### config.mk
export PLATFORM = sky130hd
export DESIGN_NAME = dpd_port_decode
export DESIGN_NICKNAME = d
export VERILOG_FILES = /design/src/core/dpd_port_decode.v /design/src/core/dpd_strobe_edge.v /design/src/core/dpd_word_buf.v
export VERILOG_INCLUDE_DIRS = /design/src /design/src/core
export SDC_FILE = /design/constraint.sdc
export NUM_CORES = 1
export LEC_CHECK = 0
export ABC_CLOCK_PERIOD_IN_PS = 1900
export BUFFER_PORTS_ARGS = -buffer_cell sky130_fd_sc_hd__buf_2
export CORE_MARGIN = 1
export CORE_UTILIZATION = 50
export CTS_CLUSTER_DIAMETER = 80
export DETAILED_ROUTE_END_ITERATION = 7
export GPL_ROUTABILITY_DRIVEN = 0
export GPL_TIMING_DRIVEN = 0
export PLACE_DENSITY_LB_ADDON = 0.2
export SYNTH_ARGS = -nofsm -noshare
export SYNTH_HDL_FRONTEND = slang
export SYNTH_SLANG_ARGS = --single-unit
export TNS_END_PERCENT = 1
### constraint.sdc
create_clock -name core_clk -period 1.9 [get_ports core_clk]
set_clock_uncertainty 0.1 [all_clocks]
set_input_delay 0.095 -clock core_clk [delete_from_list [all_inputs] [get_ports core_clk]]
set_output_delay 0.095 -clock core_clk [all_outputs]
set_load 0.03 [all_outputs]
### src/core/dpd_consts.vh
`ifndef DPD_CONSTS_VH
`define DPD_CONSTS_VH
// Register addresses as {CS0 asserted, CS1 asserted, DA2, DA1, DA0}.
`define DPD_A_DATA 5'h10
`define DPD_A_FEAT 5'h11
`define DPD_A_SCNT 5'h12
`define DPD_A_LLOW 5'h13
`define DPD_A_LMID 5'h14
`define DPD_A_LHIGH 5'h15
`define DPD_A_DEV 5'h16
`define DPD_A_CMD 5'h17
`define DPD_A_DCTL 5'h0E
// Field positions.
`define DPD_DEV_BIT 4
`define DPD_HOB_BIT 7
`define DPD_SRST_BIT 2
`define DPD_NIEN_BIT 1
// Reset values.
`define DPD_RST_BYTE 8'h00
`define DPD_RST_WORD 16'h0000
// Command code that is acted on while answering for the absent unit.
`define DPD_CMD_DIAG 8'h90
// Number of entries in the DMA write word buffer.
`define DPD_BUF_DEPTH 2
`endif

### src/core/dpd_port_decode.v
`timescale 1ns/100ps
`include "dpd_consts.vh"
module dpd_port_decode (
    input wire core_clk,
    input wire rst_n,
    input wire cs0N,
    input wire cs1N,
    input wire [2:0] devAddr,
    input wire diorN,
    input wire diowN,
    input wire dmackN,
    input wire [15:0] ddIn,
    output reg [15:0] ddOut,
    output reg ddOeN,
    input wire devNumber,
    input wire dev1Absent,
    input wire hasLba48,
    input wire hasPacket,
    input wire busy,
    input wire drqIn,
    input wire dmaReq,
    input wire [7:0] errorIn,
    input wire [15:0] dmaRdData,
    input wire dmaRdValid,
    output reg dmaRdTake,
    output reg [15:0] dmaWrData,
    output reg dmaWrValid,
    input wire dmaWrReady,
    output reg selected,
    output reg nIenOut,
    output reg srstOut,
    output reg [7:0] featOut,
    output reg [7:0] cmdOut,
    output reg cmdStrobe,
    output reg diagStrobe,
    output reg burstEnd,
    output reg hostError
);
    localparam ST_IDLE = 3'b001;
    localparam ST_READ = 3'b010;
    localparam ST_HOLD = 3'b100;

    reg [2:0] state_reg;
    reg [2:0] state_next;
    reg [7:0] devCtl_reg;
    reg [7:0] dev_reg;
    reg [7:0] feat_reg;
    reg [7:0] featPrev_reg;
    reg [7:0] cnt_reg;
    reg [7:0] cntPrev_reg;
    reg [7:0] lLow_reg;
    reg [7:0] lLowPrev_reg;
    reg [7:0] lMid_reg;
    reg [7:0] lMidPrev_reg;
    reg [7:0] lHigh_reg;
    reg [7:0] lHighPrev_reg;
    reg [7:0] cmd_reg;
    reg [7:0] rdByte;
    wire rdFire;
    wire wrFire;
    wire [4:0] target;
    wire inDma;
    wire dmaMove;
    wire proxy;
    wire hob;
    wire wrBufReady;
    wire [15:0] wrBufData;
    wire wrBufValid;
    wire wrLoad;

    // One pulse at the start of each strobe; a long strobe acts only once.
    dpd_strobe_edge uRdEdge (
        .core_clk(core_clk),
        .rst_n(rst_n),
        .strobeN(diorN),
        .fire(rdFire)
    );
    dpd_strobe_edge uWrEdge (
        .core_clk(core_clk),
        .rst_n(rst_n),
        .strobeN(diowN),
        .fire(wrFire)
    );

    // DMA words from the host pass through a buffer; a stalled core keeps three words and a fourth push is dropped.
    dpd_word_buf #(.WIDTH(16)) uWrBuf (
        .core_clk(core_clk),
        .rst_n(rst_n),
        .inData(ddIn),
        .inValid(wrFire & dmaMove),
        .inReady(wrBufReady),
        .outData(wrBufData),
        .outValid(wrBufValid),
        .outReady(wrLoad)
    );

    // Target code from the chip selects and address, taken at the strobe.
    assign target = {~cs0N, ~cs1N, devAddr};
    assign inDma = ~dmackN;
    assign dmaMove = inDma & cs0N & cs1N & dmaReq & (busy | drqIn);
    // Proxy answers only while the absent unit is addressed and idle.
    assign proxy = dev_reg[`DPD_DEV_BIT] & ~devNumber & dev1Absent & ~busy & ~drqIn;
    assign hob = hasLba48 & devCtl_reg[`DPD_HOB_BIT];
    // The output stage takes a new word only when it is empty or its word is being taken.
    assign wrLoad = ~dmaWrValid | dmaWrReady;

    // Read data selection for proxy answers; unlisted targets drive nothing.
    always @* begin
        rdByte = `DPD_RST_BYTE;
        case (target)
            `DPD_A_DCTL: rdByte = `DPD_RST_BYTE;
            `DPD_A_CMD: rdByte = `DPD_RST_BYTE;
            `DPD_A_FEAT: rdByte = errorIn;
            `DPD_A_SCNT: rdByte = hasPacket ? `DPD_RST_BYTE : (hob ? cntPrev_reg : cnt_reg);
            `DPD_A_LLOW: rdByte = hasPacket ? `DPD_RST_BYTE : (hob ? lLowPrev_reg : lLow_reg);
            `DPD_A_LMID: rdByte = hasPacket ? `DPD_RST_BYTE : (hob ? lMidPrev_reg : lMid_reg);
            `DPD_A_LHIGH: rdByte = hasPacket ? `DPD_RST_BYTE : (hob ? lHighPrev_reg : lHigh_reg);
            `DPD_A_DEV: rdByte = hasPacket ? `DPD_RST_BYTE : (dev_reg | 8'h10);
            default: rdByte = `DPD_RST_BYTE;
        endcase
    end

    // Read drive sequencing: drive for the strobe, release when it ends.
    always @* begin
        state_next = state_reg;
        case (state_reg)
            ST_IDLE: begin
                if (rdFire) begin
                    state_next = ST_READ;
                end
            end
            ST_READ: state_next = ST_HOLD;
            ST_HOLD: begin
                if (diorN) begin
                    state_next = ST_IDLE;
                end
            end
            default: state_next = ST_IDLE;
        endcase
    end

    // Register writes, pulses and the data bus driver.
    always @(posedge core_clk or negedge rst_n) begin
        if (!rst_n) begin
            state_reg <= ST_IDLE;
            devCtl_reg <= `DPD_RST_BYTE;
            dev_reg <= `DPD_RST_BYTE;
            feat_reg <= `DPD_RST_BYTE;
            featPrev_reg <= `DPD_RST_BYTE;
            cnt_reg <= `DPD_RST_BYTE;
            cntPrev_reg <= `DPD_RST_BYTE;
            lLow_reg <= `DPD_RST_BYTE;
            lLowPrev_reg <= `DPD_RST_BYTE;
            lMid_reg <= `DPD_RST_BYTE;
            lMidPrev_reg <= `DPD_RST_BYTE;
            lHigh_reg <= `DPD_RST_BYTE;
            lHighPrev_reg <= `DPD_RST_BYTE;
            cmd_reg <= `DPD_RST_BYTE;
            ddOut <= `DPD_RST_WORD;
            ddOeN <= 1'b1;
            dmaRdTake <= 1'b0;
            dmaWrData <= `DPD_RST_WORD;
            dmaWrValid <= 1'b0;
            selected <= 1'b0;
            nIenOut <= 1'b0;
            srstOut <= 1'b0;
            featOut <= `DPD_RST_BYTE;
            cmdOut <= `DPD_RST_BYTE;
            cmdStrobe <= 1'b0;
            diagStrobe <= 1'b0;
            burstEnd <= 1'b0;
            hostError <= 1'b0;
        end else begin
            state_reg <= state_next;
            cmdStrobe <= 1'b0;
            diagStrobe <= 1'b0;
            burstEnd <= 1'b0;
            hostError <= 1'b0;
            dmaRdTake <= 1'b0;
            // Reloading only when empty or after a hand-over keeps a stalled word from being overwritten.
            if (wrLoad) begin
                dmaWrData <= wrBufData;
                dmaWrValid <= wrBufValid;
            end
            selected <= (dev_reg[`DPD_DEV_BIT] == devNumber);
            nIenOut <= devCtl_reg[`DPD_NIEN_BIT];
            srstOut <= devCtl_reg[`DPD_SRST_BIT];
            featOut <= feat_reg;
            cmdOut <= cmd_reg;
            // The bus is released once the strobe ends, but never in the first drive cycle.
            if (diorN && state_reg != ST_READ) begin
                ddOeN <= 1'b1;
            end
            if (inDma && (rdFire || wrFire)) begin
                if (!cs0N || !cs1N) begin
                    hostError <= 1'b1;
                end else if (!dmaReq) begin
                    burstEnd <= 1'b1;
                end else if (dmaMove && rdFire) begin
                    ddOut <= dmaRdValid ? dmaRdData : `DPD_RST_WORD;
                    ddOeN <= 1'b0;
                    dmaRdTake <= dmaRdValid;
                end else if (!dmaMove) begin
                    hostError <= 1'b1;
                end
            end else if (!inDma && proxy && rdFire) begin
                case (target)
                    `DPD_A_DCTL, `DPD_A_CMD, `DPD_A_FEAT, `DPD_A_SCNT, `DPD_A_LLOW,
                    `DPD_A_LMID, `DPD_A_LHIGH, `DPD_A_DEV: begin
                        ddOut <= {8'h00, rdByte};
                        ddOeN <= 1'b0;
                    end
                    default: ddOeN <= 1'b1;
                endcase
            end else if (!inDma && proxy && wrFire) begin
                case (target)
                    `DPD_A_DCTL: devCtl_reg <= ddIn[7:0];
                    `DPD_A_FEAT: begin
                        featPrev_reg <= feat_reg;
                        feat_reg <= ddIn[7:0];
                    end
                    `DPD_A_SCNT: begin
                        cntPrev_reg <= cnt_reg;
                        cnt_reg <= ddIn[7:0];
                    end
                    `DPD_A_LLOW: begin
                        lLowPrev_reg <= lLow_reg;
                        lLow_reg <= ddIn[7:0];
                    end
                    `DPD_A_LMID: begin
                        lMidPrev_reg <= lMid_reg;
                        lMid_reg <= ddIn[7:0];
                    end
                    `DPD_A_LHIGH: begin
                        lHighPrev_reg <= lHigh_reg;
                        lHigh_reg <= ddIn[7:0];
                    end
                    `DPD_A_DEV: dev_reg <= ddIn[7:0];
                    `DPD_A_CMD: begin
                        cmd_reg <= ddIn[7:0];
                        diagStrobe <= (ddIn[7:0] == `DPD_CMD_DIAG);
                    end
                    default: cmd_reg <= cmd_reg;
                endcase
            end else if (!inDma && !proxy && wrFire && target == `DPD_A_DEV) begin
                // The own unit still tracks selection writes so it can enter proxy mode.
                dev_reg <= ddIn[7:0];
            end else if (!inDma && !proxy && wrFire && target == `DPD_A_DCTL) begin
                devCtl_reg <= ddIn[7:0];
            end else if (!inDma && !proxy && wrFire && target == `DPD_A_CMD) begin
                cmd_reg <= ddIn[7:0];
                cmdStrobe <= 1'b1;
            end
        end
    end
endmodule // dpd_port_decode

### src/core/dpd_strobe_edge.v
`timescale 1ns/100ps
// Turns an active-low strobe level into a one-cycle pulse at its assertion.
module dpd_strobe_edge (
    input wire core_clk,
    input wire rst_n,
    input wire strobeN,
    output reg fire
);
    reg prevN_reg;

    // The previous level is held so that one strobe yields exactly one action.
    always @(posedge core_clk or negedge rst_n) begin
        if (!rst_n) begin
            prevN_reg <= 1'b1;
            fire <= 1'b0;
        end else begin
            prevN_reg <= strobeN;
            fire <= prevN_reg & ~strobeN;
        end
    end
endmodule // dpd_strobe_edge

### src/core/dpd_word_buf.v
`timescale 1ns/100ps
// Two-entry buffer with valid and ready on both sides.
module dpd_word_buf #(
    parameter WIDTH = 16
) (
    input wire core_clk,
    input wire rst_n,
    input wire [WIDTH-1:0] inData,
    input wire inValid,
    output wire inReady,
    output wire [WIDTH-1:0] outData,
    output wire outValid,
    input wire outReady
);
    reg [WIDTH-1:0] mem0_reg;
    reg [WIDTH-1:0] mem1_reg;
    reg [1:0] count_reg;
    wire push;
    wire pop;

    // Full and empty follow the count, so a stalled reader fills both slots.
    assign inReady = (count_reg != 2'd2);
    assign outValid = (count_reg != 2'd0);
    assign outData = mem0_reg;
    assign push = inValid & inReady;
    assign pop = outValid & outReady;

    // Slot 0 is always the head; slot 1 shifts down on a pop.
    always @(posedge core_clk or negedge rst_n) begin
        if (!rst_n) begin
            mem0_reg <= {WIDTH{1'b0}};
            mem1_reg <= {WIDTH{1'b0}};
            count_reg <= 2'd0;
        end else begin
            if (pop) begin
                mem0_reg <= (push && count_reg == 2'd1) ? inData : mem1_reg;
            end else if (push && count_reg == 2'd0) begin
                mem0_reg <= inData;
            end
            if (push && ((count_reg == 2'd1 && !pop) || count_reg == 2'd2)) begin
                mem1_reg <= inData;
            end
            count_reg <= count_reg + {1'b0, push} - {1'b0, pop};
        end
    end
endmodule // dpd_word_buf

==> results.json <==
{
  "outcome": "finished with violations",
  "failed_checks": "setup timing",
  "drv_cap": 0,
  "max_freq_ghz": 0.489,
  "cp-start-kind": "flip-flop",
  "rsz0062_at_grt": "true",
  "drc_errors": 0,
  "peakVddDrop_mv": 0.716,
  "critPathTopFamily": "simple AND/OR/NAND/NOR gates",
  "cts_root_buf": "clkbuf_16",
  "grt_util_met1_pct": 32.0,
  "holdWs_ns": 0.0386,
  "rows": 46,
  "numPlacedInstances": 961,
  "critPathRequiredTime_ns": 2.11,
  "p_seq_share_pct": 45.2,
  "grt_max_degree": 108,
  "start_util_pct": 51.6,
  "switching_share_pct": 30.3,
  "dr.pass1.iters": 5,
  "crit_type": "reg2reg",
  "reg2reg_from": "dev_reg[4]$_DFFE_PN0P_",
  "setup_ws_ns": -0.143,
  "seq_area_frac_synth_pct": 57.7,
  "synthDistinctLibCells": 55,
  "yosysWarnings": 0,
  "crit_arrival_ns": 2.26,
  "globalRouteOverflowTotal": 0,
  "num_antenna_cells": 0,
  "die_x_um": 130,
  "final_cells": 1046,
  "postRouteAntennaNets": 0,
  "power_switching_mw": 3.23,
  "synthTopCellsByArea": "dfrtp_1 (56%), mux2_2 (10%), mux2_1 (6.8%), mux2i_1 (3.2%), nand3_1 (1.3%)",
  "max_stage_delay_ns": 0.37,
  "cts_inserted_buffers": 17,
  "fin_crit_ns": 2.04,
  "hold_viol_final": 0,
  "rrSetupSlack_ns": -0.14,
  "layout.nets": 879,
  "synth-main-ff-cell": "dfrtp_1",
  "grt_pass1_wl_um": 31400,
  "area_growth_pct": 25.5,
  "cts_buffer_depth": 2,
  "grt_pass1_vias": 6029,
  "yosysTopAreaCell": "dfrtp_1",
  "drive_above_1_share_pct": 34.3,
  "leakage_nw": 5.27,
  "finalSetupTns_ns": -8.36,
  "power.total_mw": 10.7,
  "synth_compound_area_share_pct": 9.60,
  "cts_sinks": 190,
  "hpwlAfterDp_um": 13000,
  "hp-class": "in2reg",
  "slew_violations": 0,
  "dpl_worst_slack_ns": -0.375,
  "crit_cells": 7,
  "synth_top_area_share_pct": 56.4,
  "cts_tree": "yes",
  "syn_area_mm2": 0.00825,
  "fin_crit_sh_pct": 108,
  "num_vias": 5812,
  "synth_adder_area_share_pct": 0.455,
  "setup_viol": 102,
  "async_flop_share_pct": 100,
  "critical-path-slowest-cell": "dfrtp_1",
  "finalWirelength_um": 20000,
  "use_met2_pct": 41.4,
  "syn_inst": 638,
  "combPwrFrac_pct": 21.6,
  "htree_num_levels": 4,
  "core_area_mm2": 0.0160,
  "antenna_found_initial": 0,
  "synth_edf_count": 0,
  "wire_per_inst_um": 19.1,
  "synthMuxAreaShare_pct": 19.9,
  "crit_start": "dev_reg[4]$_DFFE_PN0P_",
  "p_clk_share_pct": 33.1,
  "slew_headroom_pct": 49.1,
  "cp-endpoint": "lMidPrev_reg[2]$_DFFE_PN0P_",
  "synth_xor_area_share_pct": 0.212,
  "netlist_top_cells_count": "dfrtp_1 (186), mux2_2 (73), mux2_1 (50), mux2i_1 (26), nand2_1 (26)",
  "grtUsageMet3_pct": 4.80,
  "worstRegToRegCells": 7,
  "cp.buffers_inverters": 2,
  "cellPowerDensity_mw_per_mm2": 1030,
  "cp_cell_sequence": "ha_1, and4bb_2, nand4_4, buf_4, nor2_4, buf_4, mux2_2",
  "synth_top_family_by_area": "multiplexers",
  "p_int_mw": 7.46,
  "endpoint_kind": "flip-flop",
  "grt_use_total_pct": 24.7,
  "syn-num-nets": 700,
  "ys_ff_latch": 190,
  "worstMarginPinSlew_ns": 0.764,
  "die_h_um": 130,
  "syn_area_per_cell_um2": 12.9,
  "boundaryPins": 117,
  "viasPerCell": 5.56,
  "clkTransAtPathRegs_ns": 0.06,
  "yosysMostFrequentCell": "dfrtp_1",
  "r2r_end": "lMidPrev_reg[2]$_DFFE_PN0P_",
  "grt.busiest_layer": "met2",
  "synthSimpleGateAreaFrac_pct": 8.90,
  "insertion_delay_ns": 0.43,
  "drtIter0Drc": 365,
  "io_buffer_count": 106,
  "crit_path_frequent_cell": "buf_4",
  "cp_max_fo": 6,
  "die_area_mm2": 0.0170
}
-- routing by layer --
layer  share of wire, %  vias to the layer above  wire length [um]
met1                 45                     2939              8900
met5                  0                        -                 0
met2                 49                      178              9700
met4                2.1                        0               415
met3                4.8                       37               949
li1                   -                     2658                 -
-- worst min path at each step --
stage	slack [ns]	start	depth (start not counted)	end
2_1_floorplan	-0.30	rst_n	0	burstEnd$_DFF_PN0_
3_3_place_gp	0.11	diowN	1	uWrEdge.prevN_reg$_DFF_PN1_
3_5_place_dp	0.03	rst_n	1	ddOut[9]$_DFFE_PN0P_
4_1_cts	0.02	errorIn[3]	5	ddOut[3]$_DFFE_PN0P_
5_1_grt	0.06	devAddr[2]	3	diagStrobe$_DFF_PN0_
6_report	0.04	errorIn[3]	5	ddOut[3]$_DFFE_PN0P_
-- cells by family after synthesis --
group | Yosys count
AO/OA/AOI/OAI | 114
buffers and inverters | 56
flip-flops | 190
XOR/XNOR | 2
AND/OR/NAND/NOR | 124
adder cells (fa/ha/maj) | 3
multiplexers | 149
-- power by group through the flow --
stage          Combinational (mW)  Sequential (mW)  Clock [mW]
6_report                     2.31             4.83        3.54
5_1_grt                      2.53             4.90        3.77
4_1_cts                      2.30             4.82        3.61
3_5_place_dp                 2.16             4.89           0
3_3_place_gp                 2.09             4.86           0
2_1_floorplan               0.964             5.35           0
-- stage by stage --
step | area, um2 | utilization, %
after detailed placement | 9090 | 56.8
after floorplan | 8250 | -
after CTS | 10300 | 64.1
after global routing | 10400 | 64.7
final | 10400 | 64.7
after global placement | 9050 | 56.6
-- worst reg2reg max path, cell delays in order (launching register included) --
cell	delay [ns]
dfrtp_1	0.37
ha_1	0.14
and4bb_2	0.32
nand4_4	0.17
buf_4	0.19
nor2_4	0.09
buf_4	0.18
mux2_2	0.35
-- timing repair --
| action | CTS | global route |
|---|---|---|
| endpoints found under the hold margin | 127 | 0 |
| gates cloned | 0 | 1 |
| setup endpoints to repair | 135 | 134 |
| pin swaps | 11 | 6 |
| hold buffers | 38 | 0 |
| setup buffers | 11 | 3 |
| resized for setup | 31 | 15 |
-- final cells by class --
class                           instances  area (um2)
Timing Repair Buffer                  160        1100
Buffer                                 40         260
Fill cell                            1237        5640
Multi-Input combinational cell        392        3330
Sequential cell                       190        4760
Tap cell                              216         270
Clock inverter                         10         126
Clock buffer                           22         454
Inverter                               16        60.1
-- placed cells by master (no fill, tap or decap), types with 5 or more instances in the layout --
cell	netlist	layout
mux2_1	50	49
nor2_1	21	17
o21ai_1	18	19
a22o_1	10	10
mux2_2	73	71
buf_4	9	18
a21oi_1	10	10
a31oi_1	10	9
and3_1	13	13
dfrtp_1	186	184
nand3_1	22	21
buf_2	12	112
a21o_1	10	10
dlygate4sd3_1	0	38
buf_6	1	7
nor2_4	4	8
a21boi_0	13	13
o21ai_0	12	11
clkbuf_16	0	18
clkbuf_1	15	16
nand3b_1	5	5
mux2i_1	26	25
o211ai_1	13	13
inv_1	16	16
nand2_1	26	25
inv_6	0	6
Power figures use the tool's default switching activity.
